File: src/design/utf_pkg.sv
// Package with constants and types for the ultrasonic ToF sequencer
package utf_pkg;
   // ************************************************************
   // Register map (word addresses on the plain register port)
   // ************************************************************
   localparam logic [3:0] ADDR_CONTROL = 4'h0;
   localparam logic [3:0] ADDR_DELAYS = 4'h1;
   localparam logic [3:0] ADDR_MASK = 4'h2;
   localparam logic [3:0] ADDR_WAVE = 4'h3;
   localparam logic [3:0] ADDR_OFFSET = 4'h4;
   localparam logic [3:0] ADDR_STATUS = 4'h5;
   localparam logic [3:0] ADDR_RES0 = 4'h6;
   localparam logic [3:0] ADDR_RES1 = 4'h7;
   localparam logic [3:0] ADDR_RES2 = 4'h8;
   localparam logic [3:0] ADDR_RES4 = 4'h9;
   localparam logic [3:0] ADDR_RATIO = 4'hA;
   // ************************************************************
   // Field positions
   // ************************************************************
   localparam int CTL_GO = 0;
   localparam int CTL_MODE2 = 1;
   localparam int CTL_ANALOG = 2;
   localparam int CTL_PW_OFF = 16;
   localparam int CTL_FW_EN = 30;
   localparam int CTL_STOPS_LSB = 4;
   localparam int TRIM_LSB = 25;
   localparam int TRIM_W = 4;
   localparam int FWOFS_LSB = 8;
   localparam int FWOFS_W = 5;
   localparam int RNG_NEG = 13;
   localparam int RNG_POS = 14;
   localparam int RNG_STEP = 20;
   localparam int WSEL_W = 6;
   localparam logic [5:0] WSEL_MIN = 6'h03;
   localparam logic [5:0] WSEL_MAX = 6'h3F;
   localparam int MAX_STOPS = 3;
   // ************************************************************
   // Reset values
   // ************************************************************
   localparam logic [31:0] CONTROL_RST = 32'h0000_0006;
   localparam logic [31:0] DELAYS_RST = 32'h0010_0010;
   localparam logic [31:0] MASK_RST = 32'h0000_0040;
   localparam logic [31:0] WAVE_RST = 32'h0001_4103;
   localparam logic [31:0] OFFSET_RST = 32'h0000_0000;
   // ************************************************************
   // Timing
   // ************************************************************
   localparam int CLK_MHZ = 50;
   localparam int MAINS_50_MS = 20;
   localparam int TIMEOUT_US = 4096;
   localparam int TIMEOUT_CYC = TIMEOUT_US * CLK_MHZ;
   localparam int MAINS_CYC = MAINS_50_MS * 1000 * CLK_MHZ;
   // ************************************************************
   // Sequencer states
   // ************************************************************
   typedef enum logic [3:0] {
      ST_IDLE = 4'b0000,
      ST_OSC = 4'b0001,
      ST_POWER = 4'b0010,
      ST_CHARGE = 4'b0011,
      ST_FIRE = 4'b0100,
      ST_MASK = 4'b0101,
      ST_FIRST = 4'b0110,
      ST_WIDTH = 4'b0111,
      ST_STOPS = 4'b1000,
      ST_CALC = 4'b1001,
      ST_DOWN = 4'b1010,
      ST_WAIT = 4'b1011
   } utf_state_type;
endpackage

File: src/design/utf_sequencer.sv
// Two-direction ultrasonic ToF sequencer with first-wave mode
// Overview of operation
// - Restart command runs a sequence whose first pass is upstream.
// - Switch on fast oscillator, wait programmed settling delay.
// - Then power comparator, reference, switches; off outside measurement.
// - Ground transmit capacitor and downstream fire buffer before upstream fire.
// - Charge receive capacitor to reference, wait receive charge delay.
// - Route receive input to comparator; upstream fire starts timing.
// - Emit configured number of fire pulses on upstream buffer.
// - Comparator feeds stop; stops accepted after mask; at most three.
// - At direction end power everything down, then set interrupt flag.
// - After interrupt wait mains-period multiples; host reads results then.
// - Then repeat with roles swapped, measuring downstream.
// - Offset trim is four-bit two's complement at bits 25..28.
// - First-wave mode adds selectable offset from -36 to +35 mV.
// - Before first-wave detection apply first-wave offset; first mask applies.
// - Time first wave rising to falling edge, then offset back to zero.
// - Three stops chosen by relative wave counts after first wave.
// - Measure first timed half-wave, report first-wave ratio to it.
// - First-wave mode computes three results and average at result 4.
// - No signal above raised offset: keep offset, time out, flag empty.
// - First-wave mode works only in mode two with analog path.
// - Wave selects ascending, first at least three, none above 63.
// - Ratio is 8-bit fixed point, one integer bit; can be disabled.
// - Bit 30 enables first-wave mode, selecting stops by wave register fields.
//
// Our own choices: the placing of the registers and strobed register access.
`timescale 1ns/1ns
module utf_sequencer #(
   parameter int TIMEOUT_CYCLES = utf_pkg::TIMEOUT_CYC,
   parameter int MAINS_CYCLES = utf_pkg::MAINS_CYC,
   parameter int CNT_W = 24
) (
   input wire logic sys_clk,
   input wire logic reset,
   input wire logic [3:0] reg_addr,
   input wire logic [31:0] reg_wdata,
   input wire logic reg_wr,
   input wire logic reg_rd,
   output logic [31:0] reg_rdata,
   input wire logic comparator_out,
   output logic osc_enable,
   output logic analog_power,
   output logic transmit_path_ground,
   output logic receive_path_charge,
   output logic receive_path_input_select,
   output logic fire_up,
   output logic fire_down,
   output logic fire_up_ground,
   output logic fire_down_ground,
   output logic tdc_start_select,
   output logic [6:0] comparator_offset,
   output logic irq_flag,
   output logic direction_down
);
   import utf_pkg::*;

   initial begin
      if (CNT_W < 16 || CNT_W > 31) $error("CNT_W out of range");
      if (TIMEOUT_CYCLES < 1 || MAINS_CYCLES < 1) $error("bad counts");
      if (64'(TIMEOUT_CYCLES) >= (64'h1 << CNT_W)
          || 64'(MAINS_CYCLES) >= (64'h1 << CNT_W)) $error("counts too wide");
   end

   // ************************************************************
   // Registers
   // ************************************************************
   logic [31:0] control;
   logic [31:0] delays;
   logic [31:0] mask;
   logic [31:0] wave;
   logic [31:0] offset_cfg;
   utf_state_type state;
   logic [CNT_W-1:0] cnt;
   logic [CNT_W-1:0] tof;
   logic [CNT_W-1:0] res [MAX_STOPS];
   logic [CNT_W-1:0] fw_width;
   logic [CNT_W-1:0] hwp_start;
   logic [CNT_W-1:0] hwp;
   logic [7:0] ratio;
   logic [5:0] wave_cnt;
   logic [1:0] stop_idx;
   logic [2:0] pulses;
   logic comp_q;
   logic empty_tube;
   logic timeout_flag;
   logic busy;
   logic [CNT_W+1:0] sum;

   wire fw_mode = control[CTL_FW_EN] & control[CTL_MODE2]
                  & control[CTL_ANALOG];
   wire rise = comparator_out & ~comp_q;
   wire fall = ~comparator_out & comp_q;
   wire [5:0] wsel [MAX_STOPS];
   assign wsel[0] = wave[5:0];
   assign wsel[1] = wave[13:8];
   assign wsel[2] = wave[21:16];
   // Bad wave programming is flagged in status, not clamped; stop count 0 becomes 1
   wire wsel_ok = (wsel[0] >= WSEL_MIN) && (wsel[1] > wsel[0])
                  && (wsel[2] > wsel[1]);
   wire [1:0] stops_req = control[CTL_STOPS_LSB +: 2];
   wire [1:0] stops_n = (stops_req == 2'd0) ? 2'd1
                        : (stops_req > 2'd3 ? 2'd3 : stops_req);

   // Software writes to configuration; go bit is self clearing
   always_ff @(posedge sys_clk) begin
      if (reset) begin
         control <= CONTROL_RST;
         delays <= DELAYS_RST;
         mask <= MASK_RST;
         wave <= WAVE_RST;
         offset_cfg <= OFFSET_RST;
      end else begin
         if (reg_wr) begin
            unique case (reg_addr)
               ADDR_CONTROL: control <= reg_wdata;
               ADDR_DELAYS: delays <= reg_wdata;
               ADDR_MASK: mask <= reg_wdata;
               ADDR_WAVE: wave <= reg_wdata;
               ADDR_OFFSET: offset_cfg <= reg_wdata;
               default: ;
            endcase
         end else if (state != ST_IDLE) begin
            control[CTL_GO] <= 1'b0;
         end
      end
   end

   // Read data one cycle after strobe; unmapped reads zero
   always_ff @(posedge sys_clk) begin
      if (reset) begin
         reg_rdata <= 32'h0000_0000;
      end else if (reg_rd) begin
         unique case (reg_addr)
            ADDR_CONTROL: reg_rdata <= control;
            ADDR_DELAYS: reg_rdata <= delays;
            ADDR_MASK: reg_rdata <= mask;
            ADDR_WAVE: reg_rdata <= wave;
            ADDR_OFFSET: reg_rdata <= offset_cfg;
            ADDR_STATUS: reg_rdata <= {26'h0, wsel_ok, timeout_flag,
                                       empty_tube, direction_down,
                                       busy, irq_flag};
            ADDR_RES0: reg_rdata <= 32'(res[0]);
            ADDR_RES1: reg_rdata <= 32'(res[1]);
            ADDR_RES2: reg_rdata <= 32'(res[2]);
            ADDR_RES4: reg_rdata <=
               32'(sum / (CNT_W+2)'(MAX_STOPS));
            ADDR_RATIO: reg_rdata <= {24'h0, ratio};
            default: reg_rdata <= 32'h0000_0000;
         endcase
      end
   end

   // Comparator history for edge detection
   always_ff @(posedge sys_clk) begin
      if (reset) begin
         comp_q <= 1'b0;
      end else begin
         comp_q <= comparator_out;
      end
   end

   // Main sequencer
   always_ff @(posedge sys_clk) begin
      if (reset) begin
         state <= ST_IDLE;
         cnt <= '0;
         tof <= '0;
         wave_cnt <= 6'h00;
         stop_idx <= 2'd0;
         pulses <= 3'd0;
         busy <= 1'b0;
         direction_down <= 1'b0;
         irq_flag <= 1'b0;
         empty_tube <= 1'b0;
         timeout_flag <= 1'b0;
         fw_width <= '0;
         hwp_start <= '0;
         hwp <= '0;
         for (int i = 0; i < MAX_STOPS; i++) begin
            res[i] <= '0;
         end
      end else begin
         if (reg_rd && reg_addr == ADDR_STATUS) begin
            irq_flag <= 1'b0;
         end
         if (state inside {ST_FIRE, ST_MASK, ST_FIRST, ST_WIDTH, ST_STOPS}) begin
            tof <= tof + 1'b1;
         end
         unique case (state)
            ST_IDLE: begin
               if (control[CTL_GO]) begin
                  direction_down <= 1'b0;
                  busy <= 1'b1;
                  empty_tube <= 1'b0;
                  timeout_flag <= 1'b0;
                  cnt <= '0;
                  state <= ST_OSC;
               end
            end
            ST_OSC: begin
               cnt <= cnt + 1'b1;
               if (cnt >= CNT_W'(delays[15:0])) begin
                  cnt <= '0;
                  state <= ST_POWER;
               end
            end
            ST_POWER: begin
               state <= ST_CHARGE;
            end
            ST_CHARGE: begin
               cnt <= cnt + 1'b1;
               if (cnt >= CNT_W'(delays[31:16])) begin
                  cnt <= '0;
                  pulses <= 3'd0;
                  tof <= '0;
                  state <= ST_FIRE;
               end
            end
            ST_FIRE: begin
               cnt <= cnt + 1'b1;
               if (cnt[0]) begin
                  pulses <= pulses + 1'b1;
                  if (pulses + 1'b1 >= 3'(mask[31:29] == 3'd0 ? 3'd1
                                            : mask[31:29])) begin
                     cnt <= '0;
                     state <= ST_MASK;
                  end
               end
            end
            ST_MASK: begin
               stop_idx <= 2'd0;
               wave_cnt <= 6'h00;
               // First mask blocks early noise in both modes
               if (tof >= CNT_W'(mask[15:0])) begin
                  state <= fw_mode ? ST_FIRST : ST_STOPS;
               end
            end
            ST_FIRST: begin
               if (rise) begin
                  hwp_start <= tof;
                  state <= ST_WIDTH;
               end
            end
            ST_WIDTH: begin
               if (fall) begin
                  fw_width <= tof - hwp_start;
                  state <= ST_STOPS;
               end
            end
            ST_STOPS: begin
               if (rise) begin
                  wave_cnt <= wave_cnt + 1'b1;
                  // Non-first-wave mode takes consecutive rises
                  if (!fw_mode || (wave_cnt + 1'b1 == wsel[stop_idx]
                      && wave_cnt != WSEL_MAX)) begin
                     res[stop_idx] <= tof;
                     if (stop_idx == 2'd0) hwp_start <= tof;
                     if (stop_idx + 1'b1 >= (fw_mode ? 2'd3 : stops_n)) begin
                        state <= ST_CALC;
                     end
                     stop_idx <= stop_idx + 1'b1;
                  end
               end
               if (fall && stop_idx == 2'd1 && hwp == '0) begin
                  hwp <= tof - hwp_start;
               end
            end
            ST_CALC: begin
               cnt <= '0;
               state <= ST_DOWN;
            end
            ST_DOWN: begin
               irq_flag <= 1'b1;
               state <= ST_WAIT;
            end
            ST_WAIT: begin
               cnt <= cnt + 1'b1;
               if (cnt >= CNT_W'(MAINS_CYCLES)) begin
                  cnt <= '0;
                  hwp <= '0;
                  if (direction_down) begin
                     busy <= 1'b0;
                     state <= ST_IDLE;
                  end else begin
                     direction_down <= 1'b1;
                     state <= ST_OSC;
                  end
               end
            end
            default: state <= ST_IDLE;
         endcase
         // Timeout ends measurement; first-wave offset is kept only if no first wave came
         if (state inside {ST_MASK, ST_FIRST, ST_WIDTH, ST_STOPS}
             && tof >= CNT_W'(TIMEOUT_CYCLES)) begin
            timeout_flag <= 1'b1;
            empty_tube <= fw_mode && state == ST_FIRST;
            state <= ST_DOWN;
         end
      end
   end

   // Sum of three results for averaging
   always_ff @(posedge sys_clk) begin
      if (reset) begin
         sum <= '0;
      end else if (state == ST_CALC) begin
         sum <= (CNT_W+2)'(res[0]) + (CNT_W+2)'(res[1])
                + (CNT_W+2)'(res[2]);
      end
   end

   // Width ratio, Q1.7; cleared when disabled
   always_ff @(posedge sys_clk) begin
      if (reset) begin
         ratio <= 8'h00;
      end else if (state == ST_CALC) begin
         if (control[CTL_PW_OFF] || !fw_mode || hwp == '0) begin
            ratio <= 8'h00;
         end else if (fw_width >= (hwp << 1)) begin
            ratio <= 8'hFF;
         end else begin
            ratio <= 8'((fw_width << 7) / hwp);
         end
      end
   end

   // Analog path control outputs
   always_ff @(posedge sys_clk) begin
      if (reset) begin
         osc_enable <= 1'b0;
         analog_power <= 1'b0;
         transmit_path_ground <= 1'b0;
         receive_path_charge <= 1'b0;
         receive_path_input_select <= 1'b0;
         fire_up <= 1'b0;
         fire_down <= 1'b0;
         fire_up_ground <= 1'b0;
         fire_down_ground <= 1'b0;
         tdc_start_select <= 1'b0;
      end else begin
         osc_enable <= !(state inside {ST_IDLE, ST_DOWN, ST_WAIT});
         analog_power <= !(state inside {ST_IDLE, ST_OSC, ST_DOWN,
                                         ST_WAIT});
         transmit_path_ground <= !(state inside {ST_IDLE, ST_OSC,
                                   ST_DOWN, ST_WAIT});
         fire_down_ground <= !direction_down && !(state inside {ST_IDLE,
                             ST_OSC, ST_DOWN, ST_WAIT});
         fire_up_ground <= direction_down && !(state inside {ST_IDLE,
                           ST_OSC, ST_DOWN, ST_WAIT});
         receive_path_charge <= (state == ST_CHARGE);
         receive_path_input_select <= direction_down;
         tdc_start_select <= direction_down;
         fire_up <= !direction_down && state == ST_FIRE && !cnt[0];
         fire_down <= direction_down && state == ST_FIRE && !cnt[0];
      end
   end

   // Comparator offset: trim, plus first-wave offset until width done
   always_ff @(posedge sys_clk) begin
      if (reset) begin
         comparator_offset <= 7'h00;
      end else if (fw_mode && (state inside {ST_FIRE, ST_MASK, ST_FIRST,
                   ST_WIDTH} || (state == ST_DOWN && empty_tube))) begin
         // Raised with the fire burst; seven bits hold the full swing
         comparator_offset <= 7'(signed'(offset_cfg[FWOFS_LSB +: FWOFS_W]))
            + 7'(signed'(control[TRIM_LSB +: TRIM_W]))
            + (offset_cfg[RNG_POS] ? 7'(RNG_STEP) : 7'h00)
            - (offset_cfg[RNG_NEG] ? 7'(RNG_STEP) : 7'h00);
      end else begin
         comparator_offset <=
            7'(signed'(control[TRIM_LSB +: TRIM_W]));
      end
   end
endmodule

File: config.mk
export PLATFORM = sky130hd
export DESIGN_NAME = utf_sequencer
export DESIGN_NICKNAME = d
export VERILOG_FILES = /design/src/design/utf_pkg.sv /design/src/design/utf_sequencer.sv
export SDC_FILE = /design/constraint.sdc
export NUM_CORES = 2
export LEC_CHECK = 0
export BUFFER_PORTS_ARGS = -buffer_cell sky130_fd_sc_hd__buf_2
export CAP_MARGIN = 20
export CORE_MARGIN = 2
export CORE_UTILIZATION = 50
export DETAILED_ROUTE_END_ITERATION = 10
export PLACE_DENSITY = 0.67
export SETUP_SLACK_MARGIN = 0.02
export SLEW_MARGIN = 20
export SYNTH_ARGS = -nofsm -noshare
export SYNTH_HDL_FRONTEND = slang
export SYNTH_SLANG_ARGS = --single-unit
File: constraint.sdc
create_clock -name sys_clk -period 83.6 [get_ports sys_clk]
set_input_delay 4.18 -clock sys_clk [delete_from_list [all_inputs] [get_ports sys_clk]]
set_output_delay 4.18 -clock sys_clk [all_outputs]
set_load 0.05 [all_outputs]
==> Word-level counts from Yosys, hierarchy flattened <==
Memory sizes are Yosys's and may differ from the RTL's.
Index checks and enable logic that the tools add are counted.
W data, S select, Z words.
{ "totals": {"out_inout_bits": 51, "word_cells": 267, "reg_bits": 382, "input_bits": 41, "mem_bits_rw": 72, "memories": 1} }
{ "memory_table": {"columns": ["name", "depth", "word_bits", "rd", "rd_clocked_by_memory_dff", "write_ports", "line", "source"], "rows": [
  ["res", 3, 24, 3, 0, 3, "utf_sequencer.sv:76", "logic [CNT_W-1:0] res [MAX_STOPS];"]
]} }
{ "op_classes": {"muxes": 80, "reduce_logical": 67, "addsub": 11, "n_eq_ne": 52, "order_cmp": 13, "n_bitwise": 7, "div_mod_pow": 2} }
{ "op_table": {"columns": ["operator", "n"], "rows": [
  ["$mux W24", 16],
  ["$pmux W32 S11", 1],
  ["$pmux W24 S6", 1],
  ["$pmux W24 S2", 2],
  ["$ge A24 B16 Y1", 3],
  ["$mux W4", 14],
  ["$add A24 B1 Y24 const B", 2],
  ["$pmux W4 S12", 1],
  ["$div A26 B2 Y32 const B", 1],
  ["$eq A4 B3 Y1 const B", 8],
  ["$ne A2 B2 Y1 const B", 15],
  ["$eq A4 B4 Y1 const B", 7],
  ["$add A25 B24 Y26", 1],
  ["$add A24 B24 Y25", 1],
  ["$div A24 B24 Y24", 1],
  ["$ge A24 B18 Y1 const B", 1],
  ["$ge A24 B20 Y1 const B", 1],
  ["$ge A24 B24 Y1", 1],
  ["$logic_not A24 Y1", 1],
  ["$reduce_and A12 Y1", 2],
  ["$reduce_or A24 Y1", 1],
  ["$sub A24 B24 Y24", 1],
  ["$mux W1", 22],
  ["$reduce_and A2 Y1", 10],
  ["other kinds (49)", 118]
]} }

==> Depth between registers and ports, before layout <==
{ "logic_depth": {"depth_word": 14, "depth_mapped": 328, "ltp_nobuf": 311} }

==> Worst setup path after synthesis <==
OpenSTA, ideal clock, no wires.
{ "synth_timing": {"path_type": "reg2reg", "startpoint": "reg hwp[0]", "endpoint": "reg ratio[0]", "period_less_slack_ns": 58.738, "setup_ns": 0.119, "t_required_ns": 83.481, "setup_slack_ns": 24.862, "path_stages_with_launch": 316, "path_buffers": 17, "arrival_ns": 58.619, "path_cell_list": "dfxtp_1 clkbuf_1 clkbuf_1 clkinv_1 ha_1 a21oi_1 ha_1 o21a_1 nor3b_1 a21oi_1 o41ai_1 and2_1 ha_1 o21ai_0 a21oi_1 nand3_1 nand2_1 o21ai_0 [280 not listed] a311oi_1 inv_1 buf_1 o21ai_0 a31o_2 ha_1 a21oi_1 nor2b_1 o21ai_0 nand2b_1 a21oi_1 nor2b_1 o21ai_0 nand2b_1 a21oi_1 o311ai_0 o21ai_0 nand2_1"} }
{ "synth_via": {"elab_chain_len": 3, "elab_cells_between_ends": 6, "classes_between": "div: 1; order compare: 1; mux: 2; reduce/logical: 2"} }
{ "synth_rtl": {"columns": ["item", "line", "source"], "rows": [
  ["from (decl)", "utf_sequencer.sv:79", "logic [CNT_W-1:0] hwp;"],
  ["from (signal assigned)", "utf_sequencer.sv:266", "hwp <= tof - hwp_start;"],
  ["$div A24 B24 Y24, or another cell as far along", "utf_sequencer.sv:323", "ratio <= 8'((fw_width << 7) / hwp);"],
  ["$mux W8 / $logic_or A1 B1 Y1 (equally long branches)", "utf_sequencer.sv:320, utf_sequencer.sv:318", null],
  ["$mux W8 (*)", "utf_sequencer.sv:318", "if (control[CTL_PW_OFF] || !fw_mode || hwp == '0) begin"],
  ["to (signal assigned)", "utf_sequencer.sv:323", null],
  ["to (decl)", "utf_sequencer.sv:80", "logic [7:0] ratio;"]
]} }
Mark *: on every way between the ends. The rest lies on a longest branch, timed or not.
A chain may end at the register's enable or synchronous reset.

==> Final worst setup path <==
{ "layout_timing": {"startpoint": "reg hwp[23]", "endpoint": "reg ratio[0]"} }
{ "layout_via": {"elab_chain_len": 3, "elab_cells_between_ends": 5, "classes_between": "div: 1; mux: 2; reduce/logical: 2"} }
{ "layout_rtl": {"columns": ["item", "line"], "rows": [
  ["$div A24 B24 Y24 / $logic_not A24 Y1 (equally long branches)", "utf_sequencer.sv:323, utf_sequencer.sv:318"],
  ["$mux W8 / $logic_or A1 B1 Y1 (equally long branches)", "utf_sequencer.sv:320, utf_sequencer.sv:318"],
  ["$mux W8 (*)", "utf_sequencer.sv:318"]
]} }
Marked as above.

==> results.md <==
- The run finished with clean final reports.
- Clock tree synthesis found a total of 454 sinks.
- The largest net degree at the start of global routing is 107.
- Along the worst path, the maximum fanout reaches 25.
- Summed over all instances, the cell type with the most area after synthesis is dfxtp_1.
- The sequential cell area fraction in the yosys report is 24.3%.
- For this block, the routed nets add up to 133000 um of wire.
- The floorplan has 104 rows.
- Counting the fill cells in the layout gives 7776.
- Dividing the detail-routed wire length by the instance count gives 21.1 um.
- The net count of the finished layout is 5714.
- In this run the static leakage power is 17.9 nW.
- The highest attainable clock frequency is 14.9 MHz.
- The H-tree was split into 2 levels.
- The share of final-layout standard cells stronger than drive strength 1 is 8.05%.
- The register bit count reported by yosys is 454.
- The number of input and output port buffers inserted is 91.
- The clock latency at the later pin of the worst-skew pair is 0.62 ns.
- STA classifies the critical path endpoint as a register.
- The Yosys step of the flow raised 0 warnings.
- The highest ir drop seen on vdd is 0.162 mV.
- The number of hold-slack violations in the final timing report is 0.
- Across the whole layout, storage elements account for 9810 um^2.
- The final antenna-violating net count is 0.
- The standard cell with the maximum stage delay on the critical path is a211oi_1.
- The commonest cells after synthesis are 652 x nand2_1, 522 x a21oi_1, 460 x nor2_1, 447 x ha_1, 382 x dfxtp_1.
- The worst register-to-register path begins at hwp[23].
- The prevailing post-synth register cell is dfxtp_1.
- The most critical setup path has its startpoint at hwp[23].
- The critical path's largest stage delay is 0.88 ns.
- For this run, the total global-route usage over all layers was measured as 31.2%.
- The area growth from synthesis to layout is 7.23%.
- The number of resized instances in the post-cts repair step is 0.
- TritonCTS created 49 clock buffers.
- The final count of negative-setup-slack endpoints is 0.
- The most numerous cell in the Yosys netlist is nand2_1.
- The power per standard cell area is 28.7 nW/um^2.
- For this block, the initial DRC count from the detailed router was 3734.
- The core region area is 80200 um^2.
- The initial core utilization is 50.3%.
- The worst hold path begins at mask[26].
- The netlist area before placement is 40300 um^2.
- Synthesis produced a netlist whose cell count is 5258.
- The hold-fix buffer count after cts is 0.
- The multi-input logic area is 28400 um^2.
- The first-pass GRT wire length is 206000 um.
- STA classifies the critical path startpoint as a register.
- The die area is 82900 um^2.
- The via count of the first global-routing pass was 36400.
- The final worst-path cycle share is 80.2%.
- The root buffer cell is clkbuf_16.
- For the worst setup path, the data arrival time is 67.57 ns.
- The worst hold path class is register to register.
- The detailed-route via count is 39100.
- Global routing finished with a remaining overflow of 0.
- The post-DP HPWL is 97600 um.
- The minimum clock period is 67.07 ns.
- The startpoint-to-endpoint class of the critical path is register to register.
- The horizontal die dimension is 288 um.
- The number of different library cells used by synthesis comes to 113.
- The synthesized area per cell is 7.67 um^2.
- Max-cap violations in this run came to 0.
- The critical path required time is 84.10 ns.
- For the final routed database, the setup TNS stands at 0 ns.
- The maximum clock insertion buffer count is 3.
- Measured against its own limit, the worst slew margin works out to 23.0%.
- The proportion of register bits with asynchronous set or reset after synthesis is 0%.
- The end-of-flow core utilization is 53.9%.
- Clock skew on the completed layout was measured at 0.0213 ns.
- The die is 288 um tall.
- The congestion estimate from routability-driven global placement came to 0.960.
- The total DRC errors in the routed layout is 0.
- Synthesis produced a netlist with a net count of 5779.
- The final max-slew violation count is 0.
- The number of antenna violations at the first check in global routing is 3.
- The proportion of netlist area held by the largest area contributor is 19.0%.
- The number of buffers added for setup after CTS is 0.
- The first detailed-routing pass took 6 iterations.
- Setup repair after global routing left no endpoint under its margin.
- The number of enable flip-flop cells after synthesis is 72.
- The detailed-route vias per instance is 6.21.
- The clock transition time at the flip-flop clock pins of the worst setup and hold paths is 0.06 ns.
- Among the stages of the critical path, the cell type that occurs most often is o21a_1.
- Pin placement for this block handled 92 I/O pins.
- The CTS tree is done.
- At the pin with the least slew margin, the transition time is 1.16 ns.
- By area the synthesized netlist is led by dfxtp_1 19%, ha_1 14%, a21oi_1 6.5%.
- The diode insertion count for antenna repair is 0.
==> kinds of logic (layout without fill, tap and decap cells) <==
| family | after synthesis | after routing | synth area share, % |
|---|---|---|---|
| AO/OA/AOI/OAI | 1525 | 1525 | 24.5 |
| XOR/XNOR | 182 | 182 | 3.95 |
| adder cells (fa/ha/maj) | 481 | 481 | 15.5 |
| buffers and inverters | 583 | 556 | 5.64 |
| flip-flops | 454 | 454 | 24.3 |
| multiplexers | 165 | 165 | 4.47 |
| AND/OR/NAND/NOR | 1868 | 1868 | 21.6 |
==> cells in the final DEF, fill, tap and decap left out, types with 33 or more instances in the layout <==
| master | n |
|---|---|
| a22oi_1 | 104 |
| a21oi_1 | 521 |
| nand3_1 | 78 |
| fa_1 | 33 |
| o21ai_0 | 256 |
| a21o_1 | 122 |
| a31oi_1 | 34 |
| mux2i_1 | 61 |
| edfxtp_1 | 72 |
| nor2b_1 | 59 |
| buf_4 | 62 |
| a211oi_1 | 35 |
| xnor2_1 | 107 |
| xor2_1 | 75 |
| nor2_1 | 455 |
| ha_1 | 446 |
| buf_2 | 90 |
| and3_1 | 125 |
| clkbuf_16 | 50 |
| inv_1 | 309 |
| mux2_2 | 101 |
| dfxtp_1 | 382 |
| nand2_1 | 650 |
| o21a_1 | 138 |
| nand4_1 | 63 |
| nand2b_1 | 50 |
| nor3_1 | 195 |
==> critical path: cells and delay by family, from the launching register on <==
family,cells,cell delay (ns)
simple gates,29,5.38
flops,1,0.42
buf+inv,7,2.03
mux,12,3.44
compound gates,236,48.40
fa+ha+maj,23,7.08
==> final timing paths <==
kind	to	slack [ns]	cells past startpoint
worst min-delay path	mask[26]	0.45	2
worst max register to register	ratio[0]	16.53	307
worst max-delay path	ratio[0]	16.53	307
worst min register to register	mask[26]	0.45	2
==> power breakdown <==
part           total, W  internal [W]  switching (W)
clock network  0.000224      0.000130      0.0000934
registers      0.000229      0.000225     0.00000385
logic          0.000788      0.000380       0.000408
total           0.00124      0.000735       0.000505
==> layer usage <==
| metal | track usage (%) | wire length, um |
|---|---|---|
| met5 | 0 | 14 |
| met4 | 14.2 | 6630 |
| met3 | 3.26 | 8650 |
| met2 | 52.2 | 61400 |
| met1 | 40.5 | 56200 |
==> registers in the layout (all words and copies together), names as in the netlist, 2 cells and up <==
register / flops
wave: 32
state: 4
res: 72
comparator_offset: 7
stop_idx: 2
wave_cnt: 6
hwp: 24
cnt: 24
pulses: 3
reg_rdata: 32
ratio: 8
delays: 32
offset_cfg: 32
hwp_start: 24
sum: 26
mask: 32
tof: 24
fw_width: 24
control: 32
==> cell type report <==
| type | instances | area share, % |
|---|---|---|
| sequential | 454 | 22.7 |
| inverter | 314 | 2.73 |
| multi-input combinational | 4221 | 65.6 |
| clock inverter | 16 | 0.469 |
| tap | 1060 | 3.07 |
| timing repair buffer | 153 | 2.15 |
| clock buffer | 73 | 3.30 |
==> per-stage QoR <==
step / cells / setup WS (ns) / power (W) / area, um^2 / hold slack [ns]
finish: 6291 / 16.53 / 0.00124 / 43200 / 0.454
CTS: 6291 / 17.42 / 0.00123 / 43200 / 0.454
detailed placement: 6202 / 17.71 / 0.00101 / 41600 / 0.446
global route: 6291 / 10.54 / 0.00135 / 43200 / 0.468
global placement: 6202 / 19.43 / 0.000997 / 41600 / 0.442
floorplan: 5258 / 24.86 / 0.000843 / 40300 / 0.433
(Power assumes the default switching activity.)
